`src/hdl/hrs_pkg.sv`:
```
// package for the hardware return stack: widths, opcodes, timing, carriers
package hrs_pkg;
  localparam int DEPTH = 8;
  localparam int WORD_W = 16;
  localparam int DMA_W = 7;
  localparam int ARP_W = 3;
  // opcode fields
  localparam logic [8:0] OPC_MEM_PUSH = 9'h0EC;
  localparam logic [15:0] OPC_ACC_PUSH = 16'hBE3C;
  localparam logic [15:0] OPC_RETURN = 16'hEF00;
  localparam logic [15:0] OPC_RETURN_DLY = 16'hFF00;
  localparam int IND_BIT = 7;
  // cycle counts and entry reset value
  localparam logic [2:0] RET_CYCLES = 3'h4;
  localparam logic [2:0] DLY_SLOTS = 3'h2;
  localparam logic [2:0] SINGLE_ACCESS_RAM_SAME_CYCLES = 3'h2;
  localparam logic [WORD_W-1:0] ENTRY_RESET = 16'h0000;

  typedef enum logic [2:0] {
    HRS_IDLE = 3'b000,
    HRS_MEM_WAIT = 3'b001,
    HRS_RET_FLUSH = 3'b010,
    HRS_RET_SLOT = 3'b011
  } hrs_state_t;

  // decoded operation handed to the stack array
  typedef struct packed {
    logic push;
    logic pop;
    logic [WORD_W-1:0] data;
  } hrs_op_t;

  // memory operand request toward the data-memory port
  typedef struct packed {
    logic req;
    logic indirect;
    logic [DMA_W-1:0] dma;
    logic arp_load;
    logic [ARP_W-1:0] aux_pointer_select;
  } hrs_mem_req_t;
endpackage

```
`src/hdl/hrs_array.sv`:
```
// eight-level shift stack storage with push and pop
`timescale 1ns/1ps
`default_nettype none
module hrs_array #(
  parameter int DEPTH = hrs_pkg::DEPTH,
  parameter int WORD_W = hrs_pkg::WORD_W
) (
  // clocking
  input wire logic clk,
  input wire logic sys_rst,
  input wire logic clk_en,
  // operation
  input wire hrs_pkg::hrs_op_t op,
  // state
  output logic [WORD_W-1:0] top
);
  logic [WORD_W-1:0] entry_reg [DEPTH];

  // each level shifts down on push and all but the deepest shift up on pop; no depth counter so
  // neither overflow nor underflow can be seen
  for (genvar i = 0; i < DEPTH; i++) begin : g_lvl
    always_ff @(posedge clk or posedge sys_rst) begin
      if (sys_rst) begin
        entry_reg[i] <= hrs_pkg::ENTRY_RESET;
      end else if (clk_en) begin
        if (op.push) begin
          if (i == 0) begin
            entry_reg[i] <= op.data;
          end else begin
            entry_reg[i] <= entry_reg[i-1];
          end
        end else if (op.pop) begin
          if (i < DEPTH - 1) begin
            entry_reg[i] <= entry_reg[i+1];
          end // deepest keeps value
        end
      end
    end
  end

  assign top = entry_reg[0];
endmodule
`default_nettype wire

```
`src/hdl/hardware_return_stack.sv`:
```
// hardware return stack: decode, sequencing and program counter load
`timescale 1ns/1ps
`default_nettype none
// Summary of operation
// - eight-entry last-in first-out stack, top is newest write.
// - pushes past eight discard oldest value, no overflow flag.
// - pushes come from push ops, calls, traps, interrupts and nmi.
// - memory push reads addressed word onto top after shifting down.
// - deepest entry is dropped on every push.
// - memory push takes 7-bit direct address or indirect with pointer.
// - memory push one cycle, two in shared single-access ram, 1+d external; here at least two cycles, three with shared ram.
// - accumulator push copies accumulator bits 15..0, accumulator untouched.
// - accumulator push shifts stack first, then writes top.
// - return loads program counter from top entry.
// - after loading, stack pops exactly one level.
// - delayed return runs next two words before taking effect.
// - plain return takes four cycles, discards two prefetched words.
// - on pop deepest entry keeps value, duplicated upward.
// - no underflow detection; deep pops return replicated value.
module hardware_return_stack #(
  parameter int WORD_W = hrs_pkg::WORD_W
) (
  // clocking
  input wire logic clk,
  input wire logic sys_rst,
  input wire logic clk_en,
  // instruction decoder
  input wire logic instr_valid,
  input wire logic [15:0] instr_word,
  input wire logic in_repeat,
  output logic instr_ready,
  output logic repeat_reject,
  // other stack users (call, trap, interrupt)
  input wire logic ext_push,
  input wire logic [WORD_W-1:0] ext_push_data,
  // accumulator
  input wire logic [31:0] acc,
  // data memory port
  output hrs_pkg::hrs_mem_req_t mem_req,
  input wire logic mem_same_single_access_ram,
  input wire logic mem_ready,
  input wire logic [WORD_W-1:0] mem_rdata,
  // program counter and stack top
  output logic pc_inc,
  output logic pc_load,
  output logic [WORD_W-1:0] pc_load_value,
  output logic fetch_discard,
  output logic [WORD_W-1:0] stack_top
);
  hrs_pkg::hrs_state_t state_reg;
  hrs_pkg::hrs_op_t op;
  logic [2:0] cnt_reg;
  logic dly_reg;
  logic [WORD_W-1:0] top;
  logic [WORD_W-1:0] pc_value_reg;
  logic pc_load_reg;
  logic pc_inc_reg;
  logic discard_reg;
  logic is_mpush;
  logic is_apush;
  logic is_ret;
  logic is_delayed_return_op;
  logic take;
  logic mem_done;

  // opcode decode
  // bit 7 picks direct or indirect, so only bits 15..8 name the memory push opcode
  assign is_mpush = instr_word[15:8] == hrs_pkg::OPC_MEM_PUSH[8:1];
  assign is_apush = instr_word == hrs_pkg::OPC_ACC_PUSH;
  assign is_ret = instr_word == hrs_pkg::OPC_RETURN;
  assign is_delayed_return_op = instr_word == hrs_pkg::OPC_RETURN_DLY;
  assign take = instr_valid && state_reg == hrs_pkg::HRS_IDLE;
  // returns under repeat are refused, never executed
  assign repeat_reject = take && in_repeat && (is_ret || is_delayed_return_op);
  assign instr_ready = state_reg == hrs_pkg::HRS_IDLE;

  // memory operand finishes when the port answers; shared single_access_ram adds a cycle
  assign mem_done = mem_ready && !(mem_same_single_access_ram && cnt_reg != 3'h0);

  // stack operation select; one push or pop per cycle at most
  always_comb begin
    op = '0;
    if (state_reg == hrs_pkg::HRS_MEM_WAIT && mem_done) begin
      op.push = 1'b1;
      op.data = mem_rdata;
    end else if (take && is_apush) begin
      op.push = 1'b1;
      op.data = acc[15:0];
    end else if (take && (is_ret || is_delayed_return_op) && !in_repeat) begin
      op.pop = 1'b1;
    end else if (ext_push) begin
      op.push = 1'b1;
      op.data = ext_push_data;
    end
  end

  // memory request is held while waiting for the operand
  always_comb begin
    mem_req = '0;
    if ((take && is_mpush) || state_reg == hrs_pkg::HRS_MEM_WAIT) begin
      mem_req.req = 1'b1;
      mem_req.indirect = instr_word[hrs_pkg::IND_BIT];
      mem_req.dma = instr_word[hrs_pkg::DMA_W-1:0];
      mem_req.arp_load = instr_word[hrs_pkg::IND_BIT] && instr_word[3];
      mem_req.aux_pointer_select = instr_word[hrs_pkg::ARP_W-1:0];
    end
  end

  // sequencer; instr_word must stay stable until instr_ready returns
  always_ff @(posedge clk or posedge sys_rst) begin
    if (sys_rst) begin
      state_reg <= hrs_pkg::HRS_IDLE;
      cnt_reg <= 3'h0;
      dly_reg <= 1'b0;
    end else if (clk_en) begin
      case (state_reg)
        hrs_pkg::HRS_IDLE: begin
          cnt_reg <= 3'h0;
          if (take && is_mpush) begin
            state_reg <= hrs_pkg::HRS_MEM_WAIT;
            cnt_reg <= hrs_pkg::SINGLE_ACCESS_RAM_SAME_CYCLES - 3'h1;
          end else if (take && !in_repeat && is_ret) begin
            state_reg <= hrs_pkg::HRS_RET_FLUSH;
            cnt_reg <= hrs_pkg::RET_CYCLES - 3'h1;
            dly_reg <= 1'b0;
          end else if (take && !in_repeat && is_delayed_return_op) begin
            state_reg <= hrs_pkg::HRS_RET_SLOT;
            cnt_reg <= hrs_pkg::DLY_SLOTS;
            dly_reg <= 1'b1;
          end
        end
        hrs_pkg::HRS_MEM_WAIT: begin
          if (cnt_reg != 3'h0) begin
            cnt_reg <= cnt_reg - 3'h1;
          end
          if (mem_done) begin
            state_reg <= hrs_pkg::HRS_IDLE;
          end
        end
        hrs_pkg::HRS_RET_FLUSH: begin
          cnt_reg <= cnt_reg - 3'h1;
          if (cnt_reg == 3'h1) begin
            state_reg <= hrs_pkg::HRS_IDLE;
          end
        end
        hrs_pkg::HRS_RET_SLOT: begin
          // the two delay-slot words retire through the pipeline
          cnt_reg <= cnt_reg - 3'h1;
          if (cnt_reg == 3'h1) begin
            state_reg <= hrs_pkg::HRS_IDLE;
          end
        end
        default: begin
          state_reg <= hrs_pkg::HRS_IDLE;
        end
      endcase
    end
  end

  // program counter control is registered so data outputs come from flops
  always_ff @(posedge clk or posedge sys_rst) begin
    if (sys_rst) begin
      pc_value_reg <= '0;
      pc_load_reg <= 1'b0;
      pc_inc_reg <= 1'b0;
      discard_reg <= 1'b0;
    end else if (clk_en) begin
      pc_inc_reg <= (take && is_apush) ||
        (state_reg == hrs_pkg::HRS_MEM_WAIT && mem_done);
      discard_reg <= take && !in_repeat && is_ret;
      pc_load_reg <= 1'b0;
      if (take && !in_repeat && (is_ret || is_delayed_return_op)) begin
        pc_value_reg <= top;
      end
      if ((state_reg == hrs_pkg::HRS_RET_FLUSH ||
          state_reg == hrs_pkg::HRS_RET_SLOT) && cnt_reg == 3'h1) begin
        pc_load_reg <= 1'b1;
      end
    end
  end

  assign pc_inc = pc_inc_reg;
  assign pc_load = pc_load_reg;
  assign pc_load_value = pc_value_reg;
  assign fetch_discard = discard_reg;
  assign stack_top = top;

  // storage; oldest entry falls off the bottom with no flag
  hrs_array #(.DEPTH(hrs_pkg::DEPTH), .WORD_W(WORD_W)) u_array (
    .clk(clk),
    .sys_rst(sys_rst),
    .clk_en(clk_en),
    .op(op),
    .top(top)
  );
endmodule
`default_nettype wire

```
`config.mk`:
```
export PLATFORM = sky130hd
export DESIGN_NAME = hardware_return_stack
export DESIGN_NICKNAME = d
export VERILOG_FILES = /design/src/hdl/hrs_pkg.sv /design/src/hdl/hrs_array.sv /design/src/hdl/hardware_return_stack.sv
export SDC_FILE = /design/constraint.sdc
export NUM_CORES = 1
export LEC_CHECK = 0
export ABC_AREA = 1
export BUFFER_PORTS_ARGS = -buffer_cell sky130_fd_sc_hd__buf_2
export CORE_ASPECT_RATIO = 1.1
export CORE_UTILIZATION = 63
export CTS_BUF_LIST = sky130_fd_sc_hd__clkbuf_8
export CTS_CLUSTER_DIAMETER = 30
export CTS_CLUSTER_SIZE = 25
export DETAILED_ROUTE_END_ITERATION = 8
export GPL_TIMING_DRIVEN = 0
export PLACE_DENSITY = 0.95
export SETUP_SLACK_MARGIN = 0.3
export SYNTH_ARGS = -nofsm -noshare
export SYNTH_HDL_FRONTEND = slang
export SYNTH_SLANG_ARGS = --single-unit
```
`constraint.sdc`:
```
create_clock -name clk -period 9.55 [get_ports clk]
set_clock_uncertainty 0.05 [all_clocks]
set_input_delay 0.4775 -clock clk [delete_from_list [all_inputs] [get_ports clk]]
set_output_delay 0.4775 -clock clk [all_outputs]
set_load 0.01 [all_outputs]
```
### Word-level counts from Yosys, hierarchy flattened

Index checks and enable logic that the tools add are counted.

| storage, ports and cells | value |
|---|---|
| register bits after elaboration | 153 |
| output and inout bits | 50 |
| word-level logic and storage cells | 97 |

| operators by class | value |
|---|---|
| add/subtract/negate cells | 1 |
| equal/unequal tests | 12 |
| muxes and demuxes | 38 |
| reduce and logical (&&, ||, !) cells | 32 |

Operator list:

| cell | number |
|---|---|
| $mux 16 | 18 |
| $eq 16x16->1 const B | 3 |
| $mux 3 | 6 |
| $pmux 3 s3 | 2 |
| $logic_and 1x1->1 | 16 |
| $mux 13 | 1 |
| $eq 8x7->1 const B | 1 |
| $mux 1 | 8 |
| $eq 3x1->1 const B | 2 |
| $eq 3x2->1 const B | 2 |
| $mux 2 | 3 |
| $reduce_and 2->1 | 3 |
| $reduce_bool 3->1 | 2 |
| $logic_or 1x1->1 | 4 |
| $ne 2x2->1 const B | 2 |
| $ne 4x1->1 const B | 1 |
| $reduce_and 4->1 | 1 |
| $logic_not 3->1 | 1 |
| $reduce_and 3->1 | 1 |
| $sub 3x1->3 const B | 1 |
| $logic_not 1->1 | 2 |
| $ne 2x1->1 const B | 1 |
| $reduce_bool 2->1 | 1 |
| $reduce_or 2->1 | 1 |

### Longest topological paths before layout

| logic depth | value |
|---|---|
| depth in word-level cells | 9 |
| depth in mapped cells | 16 |
| depth with buffers taken out | 14 |

### Modules after synthesis

Synthesis repeated with hierarchy kept, for this count alone.

| unflattened totals | value |
|---|---|
| cell total of the unflattened synthesis | 1256 |
| area, all modules | 8493.1 µm² |

Modules (own cells, without submodules):

| module | instances | cells each | area an instance (µm²) | sequential area each (µm²) |
|---|---|---|---|---|
| hrs_array | 1 | 935 | 6560.0 | 3203.1 |
| hardware_return_stack | 1 | 321 | 1933.1 | 600.6 |

### Worst setup path before layout

OpenSTA, ideal clock, no wires.

| timing path | value |
|---|---|
| kind | input -> output |
| start point | input port instr_word[8] |
| end point | output port mem_req[4] (netlist bit) |
| arrival time | 1.591 ns |
| required time | 9.023 ns |
| slack | 7.432 ns |
| cell stages on the path | 6 |
| buffers on the path | 1 |
| cells stage by stage | nor4_1 nand3_1 nand2_1 clkinv_1 nor2_1 buf_4 |

RTL lines:

| element | line | source |
|---|---|---|
| start: declaration | hardware_return_stack.sv:29 | `input wire logic [15:0] instr_word,` |
| end: declaration | hardware_return_stack.sv:39 | `output hrs_pkg::hrs_mem_req_t mem_req,` |

==> flow_metrics.py <==
metrics = {
    "cts": {
        "cts_tree": "built",
        "htree_num_levels": 4,
        "cts_setup_buffers": 0,
        "clk_latency_ns": 0.46,
        "post_cts_resized": 0,
        "cts.sink_count": 152,
        "clk_path_buf_depth": 2,
        "path_clk_slew_ns": 0.09,
        "cts_root_buf": "clkbuf_8",
        "cts_hold_buf": 0,
        "cts-buffers-inserted": 17,
    },
    "detailed_routing": {
        "route.detailed.drc": 0,
        "via_per_inst": 5.79,
        "ant_nets": 0,
        "wl_per_cell_um": 16.3,
        "drt_wl_total_mm": 24.7,
        "drtPass1Iterations": 8,
        "vias": 8741,
        "drt_iter0_drc": 1242,
    },
    "sta": {
        "hold_viol": 0,
        "rsz0062_at_grt": "no",
        "setup_viol": 0,
        "relSlewSlack": 0.565,
        "hold_slack_ns": 0.0617,
        "fin_tns_setup_ns": 0,
        "worst_pin_slew_ns": 0.646,
        "slew_violations": 0,
        "max_freq_mhz": 372,
        "final.min_clock_period_ns": 2.69,
        "fin_ws_ns": 6.86,
        "min_period_over_period": 0.281,
    },
    "finish": {
        "antennaDiodeCount": 0,
        "largest_reg_flops": 112,
        "fin_area_mm2": 0.00978,
        "drive_gt1_frac": 0.188,
        "area_growth_syn_to_layout_pct": 15.4,
        "layout.nets": 1426,
        "nFillCells": 968,
    },
    "logic_synthesis": {
        "yosys.area.top_type": "dfrtp_1",
        "synth_compound_area_frac": 0.0762,
        "syn_area_mm2": 0.00848,
        "synth_mux_area_frac": 0.0213,
        "ys_seq_area_frac": 0.449,
        "synthDistinctLibCells": 31,
        "synth.top_cell.area_share": 0.449,
        "synth_simple_gate_area_frac": 0.337,
        "ys_seq_elements": 152,
        "synth_top_family_by_area": "simple AND/OR/NAND/NOR gates",
        "synth-xor-area-share": 0.00103,
        "synth_warnings": 0,
        "synth_fa_ha_area_frac": 0.00443,
        "syn_area_per_cell_um2": 7.10,
        "synthTopCellsByArea": "dfrtp_1 (45%), nand2_1 (21%), o21ai_0 (7.1%)",
        "syn_nets": 1285,
        "synthCells": 1194,
    },
    "floorplan": {
        "ios": 138,
        "rows": 44,
        "fp.dieH_um": 124,
        "initial_core_util": 0.644,
        "die_area_mm2": 0.0139,
        "die_x_um": 113,
        "coreArea_mm2": 0.0132,
    },
    "placement": {
        "pre_cts_slack_ns": 7.02,
        "place_area_mm2": 0.00932,
        "numPortBuffers": 121,
        "gp_congestion": 0.953,
        "dp_hpwl_mm": 17.9,
    },
    "setup_path": {
        "r2r_cells": 15,
        "crit_end": "mem_req[4]",
        "worstSetupEndpointType": "primary output",
        "cp-start-kind": "flop",
        "arrival_ns": 2.16,
        "path_max_fanout": 9,
        "startpoint": "state_reg[1]$_DFFE_PP0P_",
        "worstPathRequired_ns": 9.02,
        "r2r_setup_slack_ns": 7.12,
        "timing.rr.start": "cnt_reg[0]$_DFFE_PP0P_",
        "reg2reg_to": "u_array.entry_reg[95]$_DFFE_PP0P_",
        "path_class": "reg -> out",
    },
    "power_and_ir_drop": {
        "total_power_mw": 2.49,
        "p_leak_nw": 5.46,
        "powerDensity_mw_per_mm2": 255,
        "ir_worst_vdd_uv": 225,
    },
    "grt": {
        "grt_pass1_vias": 7980,
        "antenna_found_initial": 0,
        "grt_usage": 0.370,
        "overflow": 0,
        "grt_max_degree": 83,
        "grt_pass1_wl_mm": 39.6,
    },
    "flow_run": {
        "drv_cap": 0,
    },
    "outcome": {
        "outcome": "complete, no violations",
    },
    "min_path": {
        "min_path_type": "in -> async",
    },
}
==> cell usage after synthesis (all sizes together) <==
| library cell | number |
|---|---|
| a211oi | 1 |
| nand2 | 485 |
| mux2 | 16 |
| nor4 | 1 |
| nor2 | 83 |
| nand4 | 2 |
| or2 | 1 |
| buf | 66 |
| o31ai | 1 |
| clkbuf | 22 |
| o21a | 1 |
| clkinv | 2 |
| dfrtp | 152 |
| a22oi | 1 |
| inv | 111 |
| nand3 | 119 |
| ha | 3 |
| nor3 | 3 |
| xnor2 | 1 |
| o21ai | 121 |
| a21oi | 2 |
==> report_power, final <==
| part | internal [mW] | total [mW] | switching [mW] |
|---|---|---|---|
| clock network | 0.309 | 0.566 | 0.257 |
| registers | 0.880 | 1.08 | 0.201 |
| logic | 0.316 | 0.841 | 0.525 |
| total | 1.51 | 2.49 | 0.983 |
==> per-layer routing <==
| layer | vias to the layer above | track usage | routed length [um] | part of all wire |
|---|---|---|---|---|
| met2 | 556 | 0.593 | 11500 | 0.47 |
| li1 | 3991 | - | - | - |
| met1 | 4085 | 0.491 | 9520 | 0.39 |
| met4 | 0 | 0.174 | 1160 | 0.047 |
| met3 | 109 | 0.0715 | 2490 | 0.10 |
| met5 | - | 0 | 0 | 0 |
==> cells by family (layout without fill, tap and decap cells) <==
family,after synthesis,in the layout
buf+inv,201,355
mux,16,16
xor+xnor,1,1
fa+ha+maj,3,3
flops,152,152
compound gates,127,127
simple gates,694,694
==> worst min path at each step <==
stage / end / slack, ns
2_1_floorplan: u_array.entry_reg[0]$_DFFE_PP0P_ / 0.40
3_3_place_gp: fetch_discard$_DFFE_PP0P_ / 0.41
3_5_place_dp: pc_load$_DFFE_PP0P_ / 0.42
4_1_cts: u_array.entry_reg[9]$_DFFE_PP0P_ / 0.08
5_1_grt: u_array.entry_reg[9]$_DFFE_PP0P_ / 0.13
6_report: u_array.entry_reg[9]$_DFFE_PP0P_ / 0.06
==> worst max-delay path: stages, from the launching register on <==
cell and delay (ns):
dfrtp_1 0.46, inv_1 0.10, nand2_1 0.08, nor2_1 0.14
nand3_1 0.15, nand2_1 0.14, clkinv_1 0.21, nor2_1 0.19
buf_4 0.12, buf_2 0.11
==> cell type report <==
class | instances | area, um2 | share of cell area
multi-input combinational | 841 | 3730 | 0.381
sequential | 152 | 3800 | 0.389
tap | 161 | 201 | 0.0206
clock inverter | 12 | 186 | 0.0191
buffer | 88 | 523 | 0.0535
clock buffer | 20 | 275 | 0.0282
inverter | 113 | 429 | 0.0439
timing repair buffer | 122 | 633 | 0.0647
==> per-stage QoR <==
| stage | instances | util |
|---|---|---|
| floorplan | 1194 | - |
| global placement | 1476 | 0.706 |
| detailed placement | 1477 | 0.708 |
| CTS | 1509 | 0.743 |
| global route | 1509 | 0.743 |
| finish | 1509 | 0.743 |
==> layout by cell type (no fill, tap or decap), types with 3 or more instances in the layout <==
cell	synthesis	final
nand2_1	479	479
buf_2	31	152
dfrtp_1	152	152
o21ai_0	121	121
nand3_1	117	117
inv_1	107	106
nor2_1	76	76
clkbuf_1	22	22
buf_4	21	21
clkbuf_8	0	20
mux2_2	16	16
buf_6	10	10
inv_2	4	4
buf_1	4	4
bufinv_16	0	4
nor2_4	3	3
nand2_4	3	3
nor2_2	3	3
nand2_2	3	3
nor3_1	3	3
inv_6	0	3
ha_1	3	3
No activity file was read; power rests on OpenSTA's default activity.
